===== src/hdl/alu_flag_pkg.sv =====
`default_nettype none
package alu_flag_pkg;
    // Register map (byte addresses on the register bus)
    localparam logic [7:0] FLAG_REG_OFFSET  = 8'h00;
    localparam logic [7:0] OP_A_OFFSET      = 8'h04;
    localparam logic [7:0] OP_B_OFFSET      = 8'h08;
    localparam logic [7:0] CMD_OFFSET       = 8'h0c;
    localparam logic [7:0] RESULT_OFFSET    = 8'h10;

    // Flag field positions
    localparam int TOP_BIT_OUT_POS  = 0;
    localparam int NIBBLE_CARRY_POS = 1;
    localparam int RESULT_NIL_POS   = 2;
    localparam int SIGNED_WRAP_POS  = 3;
    localparam int IS_BELOW_ZERO_POS = 4;
    localparam logic [7:0] FLAG_IMPL_MASK = 8'h1f;
    localparam logic [7:0] FLAG_RESET     = 8'h00;

    // Command field: [3:0] operation, [4] destination is the flag register
    localparam int CMD_DEST_FLAG_POS = 4;

    typedef enum logic [3:0] {
        add_w_file_op        = 4'h0,
        add_literal_op       = 4'h1,
        literal_minus_w_op   = 4'h2,
        file_minus_w_op      = 4'h3,
        and_op               = 4'h4,
        or_op                = 4'h5,
        xor_op               = 4'h6,
        clear_file_op        = 4'h7,
        bit_clear_op         = 4'h8,
        bit_set_op           = 4'h9,
        nibble_swap_op       = 4'ha,
        file_to_file_move_op = 4'hb,
        w_to_file_move_op    = 4'hc
    } alu_op_t;

    typedef enum logic [1:0] {
        ST_IDLE = 2'b00,
        ST_EXEC = 2'b01,
        ST_RESP = 2'b10
    } bus_state_t;
endpackage
`default_nettype wire


===== src/hdl/alu_flag_core.sv =====
`default_nettype none
module alu_flag_core (
    input  wire logic [3:0] op_in,
    input  wire logic [7:0] a_in,
    input  wire logic [7:0] w_in,
    input  wire logic [2:0] bit_sel_in,
    output logic      [7:0] result_out,
    output logic            writes_flags_out,
    output logic            carry_valid_out,
    output logic            carry_out,
    output logic            nibble_carry_out,
    output logic            wrap_valid_out,
    output logic            wrap_out
);
    logic [8:0] sum;
    logic [4:0] nib;
    logic [7:0] x;
    logic [7:0] y;
    logic       cin;

    always_comb begin
        x   = a_in;
        y   = w_in;
        cin = 1'b0;
        // Subtraction is addition of the two's complement, so carry reads as not-borrow
        case (op_in)
            alu_flag_pkg::literal_minus_w_op,
            alu_flag_pkg::file_minus_w_op: begin
                y   = ~w_in;
                cin = 1'b1; // see (RQ5)
            end
            default: begin
                y   = w_in;
                cin = 1'b0;
            end
        endcase
    end

    assign sum = {1'b0, x} + {1'b0, y} + {8'h00, cin};
    assign nib = {1'b0, x[3:0]} + {1'b0, y[3:0]} + {4'h0, cin};

    always_comb begin
        result_out       = 8'h00;
        writes_flags_out = 1'b1;
        carry_valid_out  = 1'b0;
        wrap_valid_out   = 1'b0;
        case (op_in)
            alu_flag_pkg::add_w_file_op, alu_flag_pkg::add_literal_op,
            alu_flag_pkg::literal_minus_w_op, alu_flag_pkg::file_minus_w_op: begin
                result_out      = sum[7:0];
                carry_valid_out = 1'b1;
                wrap_valid_out  = 1'b1;
            end
            alu_flag_pkg::and_op:         result_out = a_in & w_in;
            alu_flag_pkg::or_op:          result_out = a_in | w_in;
            alu_flag_pkg::xor_op:         result_out = a_in ^ w_in;
            alu_flag_pkg::clear_file_op:  result_out = 8'h00;
            alu_flag_pkg::bit_clear_op: begin
                result_out       = a_in & ~(8'h01 << bit_sel_in);
                writes_flags_out = 1'b0;
            end
            alu_flag_pkg::bit_set_op: begin
                result_out       = a_in | (8'h01 << bit_sel_in);
                writes_flags_out = 1'b0;
            end
            alu_flag_pkg::nibble_swap_op: begin
                result_out       = {a_in[3:0], a_in[7:4]};
                writes_flags_out = 1'b0;
            end
            alu_flag_pkg::file_to_file_move_op: begin
                result_out       = a_in;
                writes_flags_out = 1'b0;
            end
            alu_flag_pkg::w_to_file_move_op: begin
                result_out       = w_in;
                writes_flags_out = 1'b0;
            end
            default: begin
                result_out       = 8'h00;
                writes_flags_out = 1'b0;
            end
        endcase
    end

    assign carry_out        = sum[8];                           // see (RQ9)
    assign nibble_carry_out = nib[4];                           // see (RQ8)
    // Sign of result differs from both operand signs when they agree
    assign wrap_out         = (x[7] == y[7]) && (sum[7] != x[7]); // see (RQ6)
endmodule
`default_nettype wire


===== src/hdl/alu_status_flag_logic.sv =====
// Contract
// (RQ1) Flag register is a normal operand: readable, writable, usable as source or destination.
// (RQ2) Flag-affecting op targeting flag register drops result, updates flags instead.
// (RQ3) Clearing the flag register sets only the zero flag, others kept.
// (RQ4) Software should alter flags only with bit, swap or move instructions.
// (RQ5) In subtraction, carry flags mean not-borrow and not-digit-borrow.
// (RQ6) Overflow flag set when signed result changes sign bit wrongly, else cleared.
// (RQ7) Zero flag set on zero result, cleared on nonzero result.
// (RQ8) Digit carry set on carry out of bit 3 for add/subtract ops.
// (RQ9) Carry set on carry out of bit 7 for add/subtract ops.
// (RQ10) Negative flag copies result bit 7 of flag-affecting ops; clear_file_op keeps the old value.
// (RQ11) Upper three bits read zero and ignore writes; five flags read/write.
//
// Added by the designer: the address map and the AXI4-Lite register port.
`default_nettype none
module alu_status_flag_logic (
    input  wire logic        clk_in,
    input  wire logic        srst_in,
    input  wire logic [7:0]  s_axi_awaddr_in,
    input  wire logic        s_axi_awvalid_in,
    output logic             s_axi_awready_out,
    input  wire logic [31:0] s_axi_wdata_in,
    input  wire logic [3:0]  s_axi_wstrb_in,
    input  wire logic        s_axi_wvalid_in,
    output logic             s_axi_wready_out,
    output logic [1:0]       s_axi_bresp_out,
    output logic             s_axi_bvalid_out,
    input  wire logic        s_axi_bready_in,
    input  wire logic [7:0]  s_axi_araddr_in,
    input  wire logic        s_axi_arvalid_in,
    output logic             s_axi_arready_out,
    output logic [31:0]      s_axi_rdata_out,
    output logic [1:0]       s_axi_rresp_out,
    output logic             s_axi_rvalid_out,
    input  wire logic        s_axi_rready_in,
    output logic [7:0]       flags_out
);
    localparam logic [1:0] RESP_OKAY   = 2'b00;
    localparam logic [1:0] RESP_SLVERR = 2'b10;

    logic [7:0]  flag_ff;
    logic [7:0]  op_a_ff;
    logic [7:0]  op_b_ff;
    logic [7:0]  result_ff;
    logic [7:0]  aw_addr_ff;
    logic [31:0] w_data_ff;
    logic [3:0]  w_strb_ff;
    logic        aw_held_ff;
    logic        w_held_ff;
    logic        bvalid_ff;
    logic [1:0]  bresp_ff;
    logic        rvalid_ff;
    logic [31:0] rdata_ff;
    logic [1:0]  rresp_ff;

    logic        wr_go;
    logic        cmd_go;
    logic [3:0]  cmd_op;
    logic        cmd_dest_flag;
    logic [7:0]  alu_res;
    logic        alu_wflags;
    logic        alu_cvalid;
    logic        alu_c;
    logic        alu_dc;
    logic        alu_ovvalid;
    logic        alu_ov;
    logic [7:0]  nxt_flag;
    logic [7:0]  src_a;
    logic        op_known;

    assign wr_go         = aw_held_ff && w_held_ff && !bvalid_ff;
    // Op codes beyond the last defined one are ignored entirely
    assign op_known      = cmd_op <= alu_flag_pkg::w_to_file_move_op;
    assign cmd_go        = wr_go && (aw_addr_ff == alu_flag_pkg::CMD_OFFSET) && w_strb_ff[0] && op_known;
    assign cmd_op        = w_data_ff[3:0];
    assign cmd_dest_flag = w_data_ff[alu_flag_pkg::CMD_DEST_FLAG_POS];
    // Flag register can be the source operand as well
    assign src_a         = cmd_dest_flag ? flag_ff : op_a_ff; // see (RQ1)

    // Combinational ALU; its side outputs pick which flags an op updates
    alu_flag_core u_alu_flag_core (
        .op_in            (cmd_op),
        .a_in             (src_a),
        .w_in             (op_b_ff),
        .bit_sel_in       (w_data_ff[10:8]),
        .result_out       (alu_res),
        .writes_flags_out (alu_wflags),
        .carry_valid_out  (alu_cvalid),
        .carry_out        (alu_c),
        .nibble_carry_out (alu_dc),
        .wrap_valid_out   (alu_ovvalid),
        .wrap_out         (alu_ov)
    );

    always_comb begin
        nxt_flag = flag_ff;
        if (cmd_go) begin
            if (alu_wflags) begin
                // Flag update replaces any write of the result to the flag register
                nxt_flag[alu_flag_pkg::RESULT_NIL_POS]    = (alu_res == 8'h00); // see (RQ7) see (RQ3) see (RQ2)
                nxt_flag[alu_flag_pkg::IS_BELOW_ZERO_POS] = alu_res[7];        // see (RQ10)
                if (alu_cvalid) begin
                    nxt_flag[alu_flag_pkg::TOP_BIT_OUT_POS]  = alu_c;  // see (RQ9)
                    nxt_flag[alu_flag_pkg::NIBBLE_CARRY_POS] = alu_dc; // see (RQ8)
                end
                if (alu_ovvalid) begin
                    nxt_flag[alu_flag_pkg::SIGNED_WRAP_POS] = alu_ov; // see (RQ6)
                end
                if (cmd_op == alu_flag_pkg::clear_file_op) begin
                    nxt_flag[alu_flag_pkg::IS_BELOW_ZERO_POS] = flag_ff[alu_flag_pkg::IS_BELOW_ZERO_POS]; // see (RQ3)
                end
            end else if (cmd_dest_flag) begin
                nxt_flag = alu_res; // see (RQ1)
            end
        end else if (wr_go && (aw_addr_ff == alu_flag_pkg::FLAG_REG_OFFSET) && w_strb_ff[0]) begin
            nxt_flag = w_data_ff[7:0]; // see (RQ1)
        end
        // Unimplemented upper bits always read zero
        nxt_flag = nxt_flag & alu_flag_pkg::FLAG_IMPL_MASK; // see (RQ11)
    end

    // Flag register starts from a fixed value so the first read is defined
    always_ff @(posedge clk_in) begin
        if (srst_in) begin
            flag_ff <= alu_flag_pkg::FLAG_RESET;
        end else begin
            flag_ff <= nxt_flag;
        end
    end

    // Operands and the last result of a command aimed elsewhere
    always_ff @(posedge clk_in) begin
        if (srst_in) begin
            op_a_ff   <= 8'h00;
            op_b_ff   <= 8'h00;
            result_ff <= 8'h00;
        end else if (wr_go && w_strb_ff[0]) begin
            if (aw_addr_ff == alu_flag_pkg::OP_A_OFFSET) begin
                op_a_ff <= w_data_ff[7:0];
            end
            if (aw_addr_ff == alu_flag_pkg::OP_B_OFFSET) begin
                op_b_ff <= w_data_ff[7:0];
            end
            if (cmd_go && !cmd_dest_flag) begin
                result_ff <= alu_res; // see (RQ2)
            end
        end
    end

    // Write address and data are captured independently, in either order
    assign s_axi_awready_out = !aw_held_ff;
    assign s_axi_wready_out  = !w_held_ff;

    always_ff @(posedge clk_in) begin
        if (srst_in) begin
            aw_held_ff <= 1'b0;
            w_held_ff  <= 1'b0;
            aw_addr_ff <= 8'h00;
            w_data_ff  <= 32'h0000_0000;
            w_strb_ff  <= 4'h0;
            bvalid_ff  <= 1'b0;
            bresp_ff   <= RESP_OKAY;
        end else begin
            if (s_axi_awvalid_in && !aw_held_ff) begin
                aw_held_ff <= 1'b1;
                aw_addr_ff <= s_axi_awaddr_in;
            end
            if (s_axi_wvalid_in && !w_held_ff) begin
                w_held_ff <= 1'b1;
                w_data_ff <= s_axi_wdata_in;
                w_strb_ff <= s_axi_wstrb_in;
            end
            if (wr_go) begin
                bvalid_ff <= 1'b1;
                case (aw_addr_ff)
                    alu_flag_pkg::FLAG_REG_OFFSET, alu_flag_pkg::OP_A_OFFSET,
                    alu_flag_pkg::OP_B_OFFSET, alu_flag_pkg::CMD_OFFSET: bresp_ff <= RESP_OKAY;
                    default: bresp_ff <= RESP_SLVERR;
                endcase
            end else if (bvalid_ff && s_axi_bready_in) begin
                bvalid_ff  <= 1'b0;
                aw_held_ff <= 1'b0;
                w_held_ff  <= 1'b0;
            end
        end
    end

    // Write response stays up until bready; a new write waits for it
    assign s_axi_bvalid_out  = bvalid_ff;
    assign s_axi_bresp_out   = bresp_ff;
    // A new read address is accepted only once the previous data is taken
    assign s_axi_arready_out = !rvalid_ff;

    // Read data is captured when the address is taken and held until rready
    always_ff @(posedge clk_in) begin
        if (srst_in) begin
            rvalid_ff <= 1'b0;
            rdata_ff  <= 32'h0000_0000;
            rresp_ff  <= RESP_OKAY;
        end else if (s_axi_arvalid_in && !rvalid_ff) begin
            rvalid_ff <= 1'b1;
            rresp_ff  <= RESP_OKAY;
            case (s_axi_araddr_in)
                alu_flag_pkg::FLAG_REG_OFFSET: rdata_ff <= {24'h000000, flag_ff}; // see (RQ11)
                alu_flag_pkg::OP_A_OFFSET:     rdata_ff <= {24'h000000, op_a_ff};
                alu_flag_pkg::OP_B_OFFSET:     rdata_ff <= {24'h000000, op_b_ff};
                alu_flag_pkg::CMD_OFFSET:      rdata_ff <= 32'h0000_0000;
                alu_flag_pkg::RESULT_OFFSET:   rdata_ff <= {24'h000000, result_ff};
                default: begin
                    rdata_ff <= 32'h0000_0000;
                    rresp_ff <= RESP_SLVERR;
                end
            endcase
        end else if (rvalid_ff && s_axi_rready_in) begin
            rvalid_ff <= 1'b0;
        end
    end

    assign s_axi_rvalid_out = rvalid_ff;
    assign s_axi_rdata_out  = rdata_ff;
    assign s_axi_rresp_out  = rresp_ff;
    assign flags_out        = flag_ff;
endmodule
`default_nettype wire


===== config.mk =====
export PLATFORM = sky130hd
export DESIGN_NAME = alu_status_flag_logic
export DESIGN_NICKNAME = d
export VERILOG_FILES = /design/src/hdl/alu_flag_pkg.sv /design/src/hdl/alu_flag_core.sv /design/src/hdl/alu_status_flag_logic.sv
export SDC_FILE = /design/constraint.sdc
export NUM_CORES = 1
export LEC_CHECK = 0
export BUFFER_PORTS_ARGS = -buffer_cell sky130_fd_sc_hd__buf_2
export CORE_ASPECT_RATIO = 1.5
export CORE_MARGIN = 5
export CORE_UTILIZATION = 35
export DETAILED_ROUTE_END_ITERATION = 10
export MAX_ROUTING_LAYER = met4
export SLEW_MARGIN = 30
export SYNTH_ARGS = -nofsm -noshare
export SYNTH_HDL_FRONTEND = slang
export SYNTH_SLANG_ARGS = --single-unit

===== constraint.sdc =====
create_clock -name clk_in -period 2.9 [get_ports clk_in]
set_input_delay 0.58 -clock clk_in [delete_from_list [all_inputs] [get_ports clk_in]]
set_output_delay 0.58 -clock clk_in [all_outputs]
set_load 0.02 [all_outputs]

Word-level counts from Yosys, hierarchy flattened

Index checks and enable logic that the tools add are counted.

Register bits after elaboration: 89
Input bits: 59
Output and inout bits: 49
Word-level logic and storage cells: 117

Add/sub/neg operators: 4
Order comparisons: 1
Equality and inequality tests: 24
Shift-type cells: 1
Muxes and demuxes: 26
Bitwise logic cells: 7
Reduce and logical (&&, ||, !) cells: 38

Operators with widths:

| cell                  | count |
|---|---|
| $pmux W8 S9           | 1 |
| $eq A8 B4 Y1 const B  | 4 |
| $pmux W8 S4           | 1 |
| $logic_not A8 Y1      | 3 |
| $eq A4 B4 Y1 const B  | 5 |
| $mux W5               | 4 |
| $and A8 B8 Y8         | 2 |
| $eq A4 B3 Y1 const B  | 4 |
| $eq A8 B3 Y1 const B  | 2 |
| $mux W8               | 2 |
| $not A8 Y8            | 2 |
| $or A8 B8 Y8          | 2 |
| $logic_and A1 B1 Y1   | 15 |
| $mux W1               | 15 |
| $add A8 B8 Y9         | 1 |
| $add A9 B1 Y9         | 1 |
| $eq A4 B2 Y1 const B  | 2 |
| $eq A8 B5 Y1 const B  | 1 |
| $reduce_and A2 Y1     | 4 |
| $reduce_or A4 Y1      | 2 |
| $reduce_or A8 Y1      | 1 |
| $shl A1 B3 Y8 const A | 1 |
| $xor A8 B8 Y8         | 1 |
| $mux W2               | 3 |
| 14 further kinds      | 22 |

Longest topological paths before layout

Gate-level depths: netlist of the first run.

Depth after elaboration: 10
Mapped depth: 13
Depth with buffers taken out: 12

Hierarchy

From an unflattened synthesis of the first run, not the netlist that was laid out.

Cell total of the unflattened synthesis: 501
Area, all modules: 4252.8 sq um

By module, submodules not included:

| module                | instances | cells each | area an instance (sq um) | seq. area each (sq um) |
|---|---|---|---|---|
| alu_status_flag_logic | 1         | 335        | 3079.2                   | 1261.2 |
| alu_flag_core         | 1         | 166        | 1173.6                   | 0.0 |

Worst setup path before layout of the first run

OpenSTA, ideal clock, no wires.

Path kind: register -> register
From: register w_data_ff[1]
To: register flag_ff[2], in the netlist flags_out[2]
Library setup time: 0.084 ns
Arrival: 2.571 ns
Data required time: 2.816 ns
Slack: 0.244 ns
Cell stages (with the launch flop): 12
Path buffers: 1
Period minus slack after synthesis: 2.656 ns
Cells stage by stage: dfxtp_1 nor3b_1 buf_2 xor2_1 fa_1 a21o_1 a21oi_1 o21ai_0 xor2_1 a221oi_1 nand4_1 o31ai_2

Longest elaborated chain between the ends: 9
Elaborated cells on any way between the ends: 31
Classes of those cells: 2 x add/sub; 1 x order compare; 13 x eq/ne; 7 x mux; 8 x reduce/logical

RTL lines:

| what                                               | RTL line                                                   | text |
|---|---|---|
| start: declaration                                 | alu_status_flag_logic.sv:46                                | `logic [31:0] w_data_ff;` |
| start signal: assignment                           | alu_status_flag_logic.sv:170                               | `w_data_ff <= s_axi_wdata_in;` |
| $eq A4 B2 Y1                                       | alu_flag_core.sv:26, alu_flag_core.sv:47                   |  |
| $reduce_or A2 Y1                                   | alu_flag_core.sv:26                                        | `case (op_in)` |
| $mux W8                                            | alu_flag_core.sv:26                                        |  |
| $add A8 B8 Y9                                      | alu_flag_core.sv:39                                        | `assign sum = {1'b0, x} + {1'b0, y} + {8'h00, cin};` |
| $add A9 B1 Y9                                      | alu_flag_core.sv:39                                        |  |
| $pmux W8 S9                                        | alu_flag_core.sv:47                                        | `case (op_in)` |
| $logic_not A8 Y1 / $mux W5 (equally long branches) | alu_status_flag_logic.sv:100, alu_status_flag_logic.sv:112 |  |
| $mux W5                                            | alu_status_flag_logic.sv:98                                | `if (alu_wflags) begin` |
| $mux W5                                            | alu_status_flag_logic.sv:97                                | `if (cmd_go) begin` |
| end signal: assignment                             | alu_status_flag_logic.sv:125                               | `flag_ff <= alu_flag_pkg::FLAG_RESET;` |
| end signal: assignment                             | alu_status_flag_logic.sv:127                               | `flag_ff <= nxt_flag;` |
| end: declaration                                   | alu_status_flag_logic.sv:41                                | `logic [7:0] flag_ff;` |

Parallel ways exist; a longest one is shown, timed or not. The select of a mux whose other input is x is not followed.
A chain may end at the register's enable or synchronous reset.

Final worst setup path of the first run

From: register w_data_ff[4]
To: register flag_ff[4], in the netlist flags_out[4]

Longest elaborated chain between the ends: 7
Elaborated cells on any way between the ends: 16
Classes of those cells: 2 x add/sub; 1 x eq/ne; 7 x mux; 5 x bitwise; 1 x reduce/logical

RTL lines:

| what                                      | RTL line                                                   | text |
|---|---|---|
| $mux W8                                   | alu_status_flag_logic.sv:78                                | `assign src_a = cmd_dest_flag ? flag_ff : op_a_ff;` |
| $add A8 B8 Y9                             | alu_flag_core.sv:39                                        |  |
| $add A9 B1 Y9                             | alu_flag_core.sv:39                                        |  |
| $pmux W8 S9                               | alu_flag_core.sv:47                                        |  |
| $mux W5 / $mux W1 (equally long branches) | alu_status_flag_logic.sv:112, alu_status_flag_logic.sv:109 |  |
| $mux W5                                   | alu_status_flag_logic.sv:98                                |  |
| $mux W5                                   | alu_status_flag_logic.sv:97                                |  |

Parallel ways exist; a longest one is shown, timed or not. The select of a mux whose other input is x is not followed.

==> results of run 1 <==
==> worst min path at each step <==
| stage | slack, ns | cells past startpoint | endpoint | startpoint |
|---|---|---|---|---|
| 3_3_place_gp | 0.45 | 2 | s_axi_bresp_out[1] | s_axi_bresp_out[1] |
| 6_report | 0.44 | 2 | s_axi_rvalid_out | s_axi_rready_in |
| 2_1_floorplan | 0.44 | 2 | w_strb_ff[0] | w_strb_ff[0] |
| 5_1_grt | 0.44 | 2 | s_axi_rvalid_out | s_axi_rready_in |
| 4_1_cts | 0.43 | 2 | s_axi_rvalid_out | s_axi_rready_in |
| 3_5_place_dp | 0.47 | 2 | w_strb_ff[0] | w_strb_ff[0] |
==> area by class of cell <==
type                            count  area [sq um]  area share [%]
Clock buffer                        9           225            4.33
Clock inverter                      7          57.6            1.11
Inverter                           15          56.3            1.08
Multi-Input combinational cell    421          2700            52.0
Sequential cell                    63          1260            24.3
Tap cell                          153           191            3.68
Timing Repair Buffer              111           706            13.6
==> cell usage after synthesis, drive strengths merged (5+ instances only) <==
library cell  instances
a211oi               11
a21o                  5
a21oi                45
a222oi                8
a22oi                 6
a31oi                 6
and2                  5
buf                  37
clkbuf               26
dfxtp                63
ha                    8
inv                  15
mux2                  9
mux2i                18
nand2                60
nand2b               11
nand3                 7
nand3b                5
nor2                 56
nor2b                11
nor3                 20
nor4                  5
o211ai                5
o21ai                15
xor2                  9
==> timing repair <==
item | 4_1_cts | 5_1_grt
endpoints found under the setup margin | 3 | 6
setup buffers | 0 | 2
pin swaps | 0 | 8
gates resized for setup | 4 | 15
==> metal layers <==
layer / vias up / global-route usage [%] / routed length [um]
li1: 2048 / - / -
met1: 2032 / 18.5 / 4810
met2: 195 / 34.4 / 7060
met3: 68 / 3.19 / 785
met4: 0 / 15.0 / 990
met5: - / - / 0
==> where the power goes <==
| part | internal [W] | leakage [nW] | switching [W] |
|---|---|---|---|
| registers | 0.000889 | 0.512 | 0.0000278 |
| logic | 0.000123 | 1.51 | 0.000207 |
| clock network | 0.000584 | 0.128 | 0.000410 |
| total | 0.00160 | 2.15 | 0.000645 |
==> sequential cells by signal (all words and copies together), names as in the netlist <==
register / count
w_data_ff: 11
aw_addr_ff: 8
op_a_ff: 8
op_b_ff: 8
result_ff: 8
s_axi_rdata_out: 8
flags_out: 5
aw_held_ff: 1
s_axi_bresp_out: 1
s_axi_bvalid_out: 1
s_axi_rresp_out: 1
s_axi_rvalid_out: 1
w_held_ff: 1
w_strb_ff: 1
==> critical path, delay by kind of cell (launching register included) <==
kind,cells,cell delay [ns]
AOI/OAI and AO/OA,5,1.19
DFF,1,0.40
adders and majority gates,1,0.34
buffers and inverters,2,0.33
muxes,1,0.37
and+or+nand+nor,1,0.12
==> logic make-up (layout without fill, tap and decap cells) <==
family                   after synthesis  count (layout)  share of synthesized area (%)
adder cells (fa/ha/maj)                9               9                           2.85
AND/OR/NAND/NOR                      208             208                           25.4
flip-flops                            63              63                           30.0
multiplexers                          27              27                           6.78
other                                  1              29                         0.0891
AO/OA/AOI/OAI                        135             135                           22.3
buffers and inverters                 78             142                           9.93
XOR/XNOR                              13              13                           2.71
==> per-stage QoR <==
| stage | util, % | power (W) | cells | hold WS, ns |
|---|---|---|---|---|
| after floorplan | - | 0.00117 | 562 | 0.437 |
| after global routing | 43.7 | 0.00234 | 779 | 0.444 |
| after global placement | 40.6 | 0.00124 | 761 | 0.448 |
| after detailed placement | 40.6 | 0.00125 | 761 | 0.467 |
| final | 43.7 | 0.00224 | 779 | 0.435 |
| after CTS | 43.1 | 0.00225 | 777 | 0.434 |
==> summary.log, run 1 <==
INFO  run_status     run_status=complete, no violations
INFO  global_routing grt_pass1_vias=4277
INFO  route          drt_wl_total=13600um
INFO  final_layout   leading_cell_type_in_the_layout_fill_and_taps_excluded=sky130_fd_sc_hd__dfxtp_1
INFO  placed_design  place_hpwl=10600um
INFO  global_routing grt_start_max_net_pins=46
INFO  final_layout   syn_to_final_growth=23.6%
INFO  clocking       clk_pin_slew_worst_paths=0.06ns
INFO  placed_design  placement.io_buffers=54
INFO  run            drv_cap=0
INFO  power_and_ir_drop power_density=431mW/mm^2
INFO  clocking       cts_buffer_count=9
INFO  timing         finalWorstPathRequiredPeriod=2.83ns
INFO  route          detail_route.drc_violations=0
INFO  route          drt_pass1_iterations=7
INFO  synth          ys_warn_count=0
INFO  synth          post_synth_instance_area=0.00421sqmm
INFO  synth          synth_area_per_cell=7.88squm
INFO  floorplanning  die_h=144um
INFO  global_routing gr-total-overflow=0
INFO  synth          synth_largest_area_cell=sky130_fd_sc_hd__dfxtp_1
INFO  power_and_ir_drop power.ir.vdd_worst=0.000456V
INFO  final_layout   final_layout_size_suffix_gt1_share=27.0%
INFO  synth          yosysTopAreaCellShare=30.0%
INFO  global_routing grt_pass1_wl=21400um
INFO  setup_path     worst_path_max_delay_cell=sky130_fd_sc_hd__o41a_1
INFO  setup_path     crit_path_capture_type=flip-flop
INFO  setup_path     regToRegSetupSlack=0.07ns
INFO  setup_path     setup.worst_path.class=reg -> reg
INFO  floorplanning  initial_core_util=35.4%
INFO  clocking       numClockSinks=63
INFO  setup_path     worstSetupEndpoint=flags_out[4]
INFO  timing         achievable-frequency=354MHz
INFO  timing         worst_pin_slew=0.948ns
INFO  placed_design  gp_congestion=1.03
INFO  final_layout   filler_cell_count=1198
INFO  synth          synth.yosys.seq_area_share=30.0%
INFO  synth          synth-seq-cells=63
INFO  worst_hold_path min_path_type=in -> reg
INFO  setup_path     cp-start-kind=flip-flop
INFO  setup_path     data_arrival_time_of_the_critical_path=3.06ns
INFO  clocking       clk_root_buffer_cell=sky130_fd_sc_hd__clkbuf_16
INFO  timing         setup-violations-final=0
INFO  placed_design  pre_cts_ws=-0.114ns
INFO  final_layout   num-nets-final=689
INFO  setup_path     crit_path_max_incr_delay=0.42ns
INFO  clocking       cts_hold_repair.buffers=0
INFO  route          viasPerCell=5.58
INFO  timing         hold_viol=0
INFO  floorplanning  die_w=99.5um
INFO  timing         worst_slack=0.0731ns
INFO  clocking       cts_tree=done
INFO  synth          post_synth_num_cell_types=74
INFO  timing         layout_worst_path_cycle_share=97.5%
INFO  route          drt_iter0_drc=309
INFO  timing         finalClockSkew=0.00350ns
INFO  setup_path     worstReg2RegStart=w_data_ff[4]
INFO  synth          synth_top_flop_cell=sky130_fd_sc_hd__dfxtp_1
INFO  setup_path     path_max_fanout=10
INFO  setup_path     crit-reg2reg-capture=flags_out[4]
INFO  power_and_ir_drop power.static_leakage=2.15nW
INFO  clocking       cts-htree-levels=3
INFO  route          detailroute.via_count=4343
INFO  setup_path     crit_start=w_data_ff[4]
INFO  synth          post_synth_inst_count=534
INFO  synth          synth_enable_flop_cells=0
INFO  clocking       cts_max_path_buffers=2
INFO  setup_path     worstPathRequired=3.14ns
INFO  final_layout   diodes=0
INFO  placed_design  dpl_cell_area=0.00483sqmm
INFO  clocking       clock_latency=0.33ns
INFO  timing         relSlewSlack=35.8%
INFO  global_routing grtUsageTotal=19.4%
INFO  route          wl_per_cell=17.5um
INFO  floorplanning  floorplan.core_area=0.0119sqmm
INFO  setup_path     reg2reg_depth=10
INFO  global_routing grt_antenna_before_repair=0
INFO  timing         setup_tns=0ns
INFO  synth          synth_top_cells_by_area=sky130_fd_sc_hd__dfxtp_1, sky130_fd_sc_hd__nand2_1, sky130_fd_sc_hd__buf_4
INFO  setup_path     crit_chain=buf_6 > mux2_2 > ha_1 > buf_4 > nand4b_1 > a31oi_1 > o41a_1 > o211ai_1 > a21oi_1 > a211oi_1
INFO  floorplanning  io_pins=108
INFO  final_layout   final_cell_mix=sky130_fd_sc_hd__dfxtp_1, sky130_fd_sc_hd__nand2_1, sky130_fd_sc_hd__buf_4, sky130_fd_sc_hd__nor2_1, sky130_fd_sc_hd__buf_2
INFO  synth          synth_async_sr_flop_share=0%
INFO  floorplanning  die_area=0.0144sqmm
INFO  route          antenna_left=0
INFO  floorplanning  rows=49
INFO  timing         finalMaxSlewViolations=0
INFO  final_layout   finish.instance_area=0.00520sqmm
Power figures use the tool's default switching activity.
==> run 2: changes to the inputs <==
- SETUP_SLACK_MARGIN: default -> 0.5
==> run 2 against run 1 <==
  * Final cell count fell by 1.7%
  * Fmax rose by 5.5%
  * Non-clock buffer count fell by 13
  * Hold slack got worse by 0.0038 ns
  * Combinational power rose by 4%
  * Power rose by 5.1%
  * Clock skew rose by 0.0067 ns
  * Via count fell by 3.1%
  * Global-route usage rose by 0.17 points
  * Utilization rose by 1.3 points
==> summary.log, run 2 (same netlist as run 1, synthesis figures left out) <==
INFO  run_status     run_status=complete, no violations
INFO  floorplanning  die_h=144um
INFO  timing         setup_tns=0ns
INFO  final_layout   syn_to_final_growth=27.4%
INFO  final_layout   num-nets-final=676
INFO  clocking       cts_buffer_count=9
INFO  clocking       cts_max_path_buffers=2
INFO  placed_design  gp_congestion=1.05
INFO  clocking       cts_hold_repair.buffers=0
INFO  clocking       numClockSinks=63
INFO  clocking       cts_tree=done
INFO  setup_path     path_max_fanout=5
INFO  route          drt_wl_total=13500um
INFO  placed_design  dpl_cell_area=0.00471sqmm
INFO  global_routing grtUsageTotal=19.5%
INFO  route          detailroute.via_count=4209
INFO  global_routing grt_antenna_before_repair=0
INFO  floorplanning  floorplan.core_area=0.0119sqmm
INFO  floorplanning  rows=49
INFO  power_and_ir_drop power.static_leakage=2.14nW
INFO  route          drt_pass1_iterations=5
INFO  global_routing gr-total-overflow=0
INFO  clocking       cts-htree-levels=3
INFO  timing         finalWorstPathRequiredPeriod=2.68ns
INFO  route          detail_route.drc_violations=0
INFO  timing         achievable-frequency=373MHz
INFO  power_and_ir_drop power.ir.vdd_worst=0.000473V
INFO  worst_hold_path min_path_type=in -> reg
INFO  run            drv_cap=0
INFO  setup_path     data_arrival_time_of_the_critical_path=2.93ns
INFO  floorplanning  die_w=99.5um
INFO  placed_design  placement.io_buffers=54
INFO  final_layout   final_layout_size_suffix_gt1_share=30.2%
INFO  route          drt_iter0_drc=283
INFO  global_routing grt_start_max_net_pins=35
INFO  route          antenna_left=0
INFO  clocking       clock_latency=0.34ns
INFO  setup_path     worstPathRequired=3.15ns
INFO  power_and_ir_drop power_density=440mW/mm^2
INFO  floorplanning  initial_core_util=35.4%
INFO  timing         layout_worst_path_cycle_share=92.4%
INFO  clocking       clk_pin_slew_worst_paths=0.06ns
INFO  final_layout   final_cell_mix=sky130_fd_sc_hd__nand2_1, sky130_fd_sc_hd__dfxtp_1, sky130_fd_sc_hd__nor2_1, sky130_fd_sc_hd__buf_2, sky130_fd_sc_hd__a21oi_1
INFO  timing         finalClockSkew=0.0102ns
INFO  setup_path     crit_path_max_incr_delay=0.40ns
INFO  setup_path     largest_delay_contributor_family_on_the_critical_path=compound AO/OA/AOI/OAI gates
INFO  global_routing grt_pass1_vias=4227
INFO  setup_path     crit_chain=mux2i_2 > nand2_1 > o21ai_1 > inv_1 > fa_2 > buf_4 > xor2_2 > a22oi_2 > o311a_1 > o211ai_1 > nor2b_1 > nand4_1 > o31ai_2
INFO  timing         relSlewSlack=40.1%
INFO  final_layout   filler_cell_count=1173
INFO  setup_path     cp.buffers_inverters=2
INFO  final_layout   regMostFlops=w_data_ff
INFO  timing         grt_setup_unrepaired=true
INFO  setup_path     setup.worst_path.class=reg -> reg
INFO  clocking       clk_root_buffer_cell=sky130_fd_sc_hd__clkbuf_16
INFO  route          wl_per_cell=17.7um
INFO  timing         finalMaxSlewViolations=0
INFO  setup_path     worst_path_max_delay_cell=sky130_fd_sc_hd__dfxtp_4
INFO  final_layout   leading_cell_type_in_the_layout_fill_and_taps_excluded=sky130_fd_sc_hd__nand2_1
INFO  final_layout   diodes=0
INFO  timing         worst_pin_slew=0.884ns
INFO  timing         hold_viol=0
INFO  setup_path     cp-start-kind=flip-flop
INFO  final_layout   finish.instance_area=0.00536sqmm
INFO  final_layout   largest_register_ff_count=11
INFO  route          viasPerCell=5.49
INFO  placed_design  place_hpwl=10400um
INFO  global_routing grt_pass1_wl=21400um
INFO  floorplanning  io_pins=108
INFO  floorplanning  die_area=0.0144sqmm
INFO  setup_path     crit_path_capture_type=flip-flop
INFO  timing         setup-violations-final=0
## run 2: cell count changes in the layout (fill, tap and decap cells not counted), moves of 3 or more
cell	before	now
sky130_fd_sc_hd__buf_6	2	6
sky130_fd_sc_hd__buf_4	55	37
sky130_fd_sc_hd__nor3_1	17	14
sky130_fd_sc_hd__dfxtp_1	62	59
## run 2: final timing paths
path / start / end / slack, ns / cells after the start
setup / recovery: w_data_ff[4] / flags_out[2] / 0.22 / 13
hold reg to reg: w_strb_ff[0] / w_strb_ff[0] / 0.46 / 2
hold / removal: s_axi_rready_in / s_axi_rvalid_out / 0.43 / 2
setup reg to reg: w_data_ff[4] / flags_out[2] / 0.22 / 13
## run 2: per-stage QoR
stage / worst slack [ns] / util, % / cells / total power (W) / hold slack [ns]
floorplan: 0.494 / - / 562 / 0.00118 / 0.437
global placement: 0.113 / 39.6 / 736 / 0.00124 / 0.451
detailed placement: 0.0545 / 39.6 / 736 / 0.00124 / 0.458
CTS: 0.231 / 44.4 / 764 / 0.00237 / 0.423
global route: 0.0823 / 45.1 / 766 / 0.00245 / 0.453
finish: 0.221 / 45.1 / 766 / 0.00236 / 0.432
## run 2: area by class of cell
class	instances	area, sq um	share of cell area [%]
Inverter	15	56.3	1.05
Clock inverter	7	80.1	1.49
Timing Repair Buffer	98	636	11.9
Clock buffer	9	225	4.20
Tap cell	153	191	3.57
Multi-Input combinational cell	421	2900	54.2
Sequential cell	63	1270	23.7
## run 2: what timing repair did
action	in CTS	in global routing
endpoints found under the setup margin	10	11
buffers inserted	12	2
pin swaps	17	16
resized for setup	36	13
## run 2: where the power goes
part           total [W]  leakage (nW)  switching [W]  internal (W)
Sequential      0.000918         0.514      0.0000292      0.000889
Clock            0.00109         0.143       0.000421      0.000673
Combinational   0.000343          1.49       0.000214      0.000130
## run 2: layer usage
layer | share of wire (%) | GRT usage [%] | vias to the layer above
met5 | 0 | - | -
li1 | - | - | 2014
met4 | 7.2 | 14.0 | 0
met1 | 36 | 18.9 | 1965
met3 | 4.7 | 3.38 | 72
met2 | 52 | 34.9 | 158
==> run 3: changes to the inputs <==
- CAP_MARGIN: default -> 25
- clock period: 2.9 -> 3 ns (I/O delays scaled with it)
==> run 3 against run 2 <==
  * First-iteration DRC count up 56%
  * Clock power barely moved
  * Sequential cell count unchanged
  * Via count rose by 2.9%
  * Hold slack better by 0.024 ns
  * Fmax down 1.2%
  * Global-route usage is 0.24 points higher
  * Routed wire length is 3.4% higher
  * Sequential power is 3.4% lower
  * Design area is 1.7% higher
==> summary.log, run 3 (same netlist as run 1, synthesis figures left out) <==
INFO  timing         setup-violations-final=0
INFO  placed_design  place_hpwl=10500um
INFO  route          detail_route.drc_violations=0
INFO  clocking       cts-htree-levels=3
INFO  clocking       numClockSinks=63
INFO  timing         setup_tns=0ns
INFO  setup_path     data_arrival_time_of_the_critical_path=2.96ns
INFO  global_routing use_met3=2.94%
INFO  worst_hold_path min_path_type=in -> reg
INFO  final_layout   seq_area=0.00126sqmm
INFO  clocking       cts_buffer_count=9
INFO  final_layout   final_layout_size_suffix_gt1_share=30.1%
INFO  route          viasPerCell=5.57
INFO  placed_design  gp_congestion=1.03
INFO  timing         layout_worst_path_cycle_share=90.4%
INFO  final_layout   multi_input_area=0.00288sqmm
INFO  clocking       cts_max_path_buffers=2
INFO  final_layout   num-nets-final=689
INFO  timing         worst_pin_slew=0.908ns
INFO  timing         finalClockSkew=0.00484ns
INFO  floorplanning  rows=49
INFO  setup_path     crit_chain=buf_12 > mux2i_4 > nand2_1 > o21ai_1 > inv_1 > fa_2 > a21o_1 > a21oi_4 > o21ai_2 > xor2_2 > a221oi_2 > nand4_1 > o31ai_2
INFO  floorplanning  io_pins=108
INFO  final_layout   filler_cell_count=1160
INFO  setup_path     crit_path_max_incr_delay=0.35ns
INFO  power_and_ir_drop power_density=431mW/mm^2
INFO  global_routing globalRoute.busiestLayer=met2
INFO  floorplanning  floorplan.core_area=0.0119sqmm
INFO  floorplanning  die_h=144um
INFO  route          antenna_left=0
INFO  floorplanning  die_w=99.5um
INFO  clocking       cts_hold_repair.buffers=0
INFO  clocking       clock_latency=0.33ns
INFO  timing         finalWorstPathRequiredPeriod=2.71ns
INFO  final_layout   final_cell_mix=sky130_fd_sc_hd__nand2_1, sky130_fd_sc_hd__dfxtp_1, sky130_fd_sc_hd__buf_2, sky130_fd_sc_hd__nor2_1, sky130_fd_sc_hd__buf_4
INFO  final_layout   syn_to_final_growth=29.6%
INFO  setup_path     worst_path_max_delay_cell=sky130_fd_sc_hd__fa_2
INFO  final_layout   regMostFlops=w_data_ff
INFO  timing         relSlewSlack=38.5%
INFO  global_routing gr-total-overflow=0
INFO  power_and_ir_drop power.static_leakage=2.18nW
INFO  route          wl_per_cell=18.0um
INFO  power_and_ir_drop total_power=0.00235W
INFO  final_layout   largest_register_ff_count=11
INFO  timing         grt_setup_unrepaired=true
INFO  global_routing globalRouteMet2Util=34.6%
INFO  placed_design  placement.io_buffers=54
INFO  timing         finalMaxSlewViolations=0
INFO  floorplanning  die_area=0.0144sqmm
INFO  setup_path     cp-start-kind=flip-flop
INFO  route          detailroute.via_count=4330
INFO  route          drt_wl_total=14000um
INFO  clocking       clk_pin_slew_worst_paths=0.05ns
INFO  setup_path     path_max_fanout=5
INFO  global_routing gr-usage-met1=19.8%
INFO  global_routing grtUsageTotal=19.8%
INFO  global_routing grt_pass1_wl=21500um
INFO  clocking       cts_tree=done
INFO  route          drt_pass1_iterations=5
INFO  run            drv_cap=0
INFO  floorplanning  initial_core_util=35.4%
INFO  power_and_ir_drop power.ir.vdd_worst=0.000430V
INFO  setup_path     crit_path_capture_type=flip-flop
INFO  final_layout   diodes=0
INFO  global_routing grt_antenna_before_repair=0
INFO  global_routing grt_pass1_vias=4158
INFO  route          drt_iter0_drc=442
INFO  setup_path     worstPathRequired=3.25ns
INFO  run_status     run_status=complete, no violations
INFO  timing         hold_viol=0
INFO  timing         achievable-frequency=369MHz
INFO  global_routing grt_start_max_net_pins=42
INFO  clocking       clk_root_buffer_cell=sky130_fd_sc_hd__clkbuf_16
INFO  setup_path     setup.worst_path.class=reg -> reg
==> run 3: through the flow <==
stage                     area, sq um  setup WS, ns  utilization (%)  instances  hold WS (ns)
after floorplan                  4330         0.484                -        562         0.437
after global placement           4710        0.0931             39.6        742         0.447
after detailed placement         4710         0.103             39.6        742         0.446
after CTS                        5320         0.285             44.7        771         0.452
after global routing             5450         0.166             45.8        777         0.455
final                            5450         0.289             45.8        777         0.455
==> run 3: what timing repair did <==
action                                 4_1_cts  5_1_grt
buffers inserted                            15        5
endpoints found under the hold margin        0        0
cloned                                       0        1
resized for setup                           28       19
setup endpoints to repair                   10       13
pin swaps                                   20       17
==> run 3: worst paths after layout <==
| path | slack, ns | end | cells after the start | start |
|---|---|---|---|---|
| max reg2reg | 0.29 | flags_out[2] | 13 | w_data_ff[4] |
| max | 0.29 | flags_out[2] | 13 | w_data_ff[4] |
| min | 0.46 | s_axi_rvalid_out | 2 | s_axi_rready_in |
| min reg2reg | 0.46 | s_axi_bresp_out[1] | 2 | s_axi_bresp_out[1] |
==> run 3: report_power, final <==
part / switching, W / total (W) / internal (W)
Sequential: 0.0000267 / 0.000887 / 0.000861
Clock: 0.000361 / 0.00112 / 0.000762
Combinational: 0.000210 / 0.000337 / 0.000127
Total: 0.000598 / 0.00235 / 0.00175
==> run 3: area by class of cell <==
class,count,share of cell area (%)
Tap cell,153,3.51
Timing Repair Buffer,111,13.6
Inverter,15,1.03
Clock buffer,11,4.64
Sequential cell,63,23.2
Clock inverter,3,1.24
Multi-Input combinational cell,421,52.8
==> run 3: critical path: cells and delay by family, from the launching register on <==
family                     cells  cell delay (ns)
buffers and inverters          2             0.20
xor gates and xnor gates       1             0.16
and+or+nand+nor                2             0.23
adders and majority gates      1             0.35
muxes                          1             0.26
AOI/OAI and AO/OA              6             1.09
DFF                            1             0.34
==> run 3: layer usage <==
metal	vias up	routed length (um)
li1	2043	-
met3	72	698
met2	201	7180
met5	-	0
met1	2014	5040
met4	0	1090
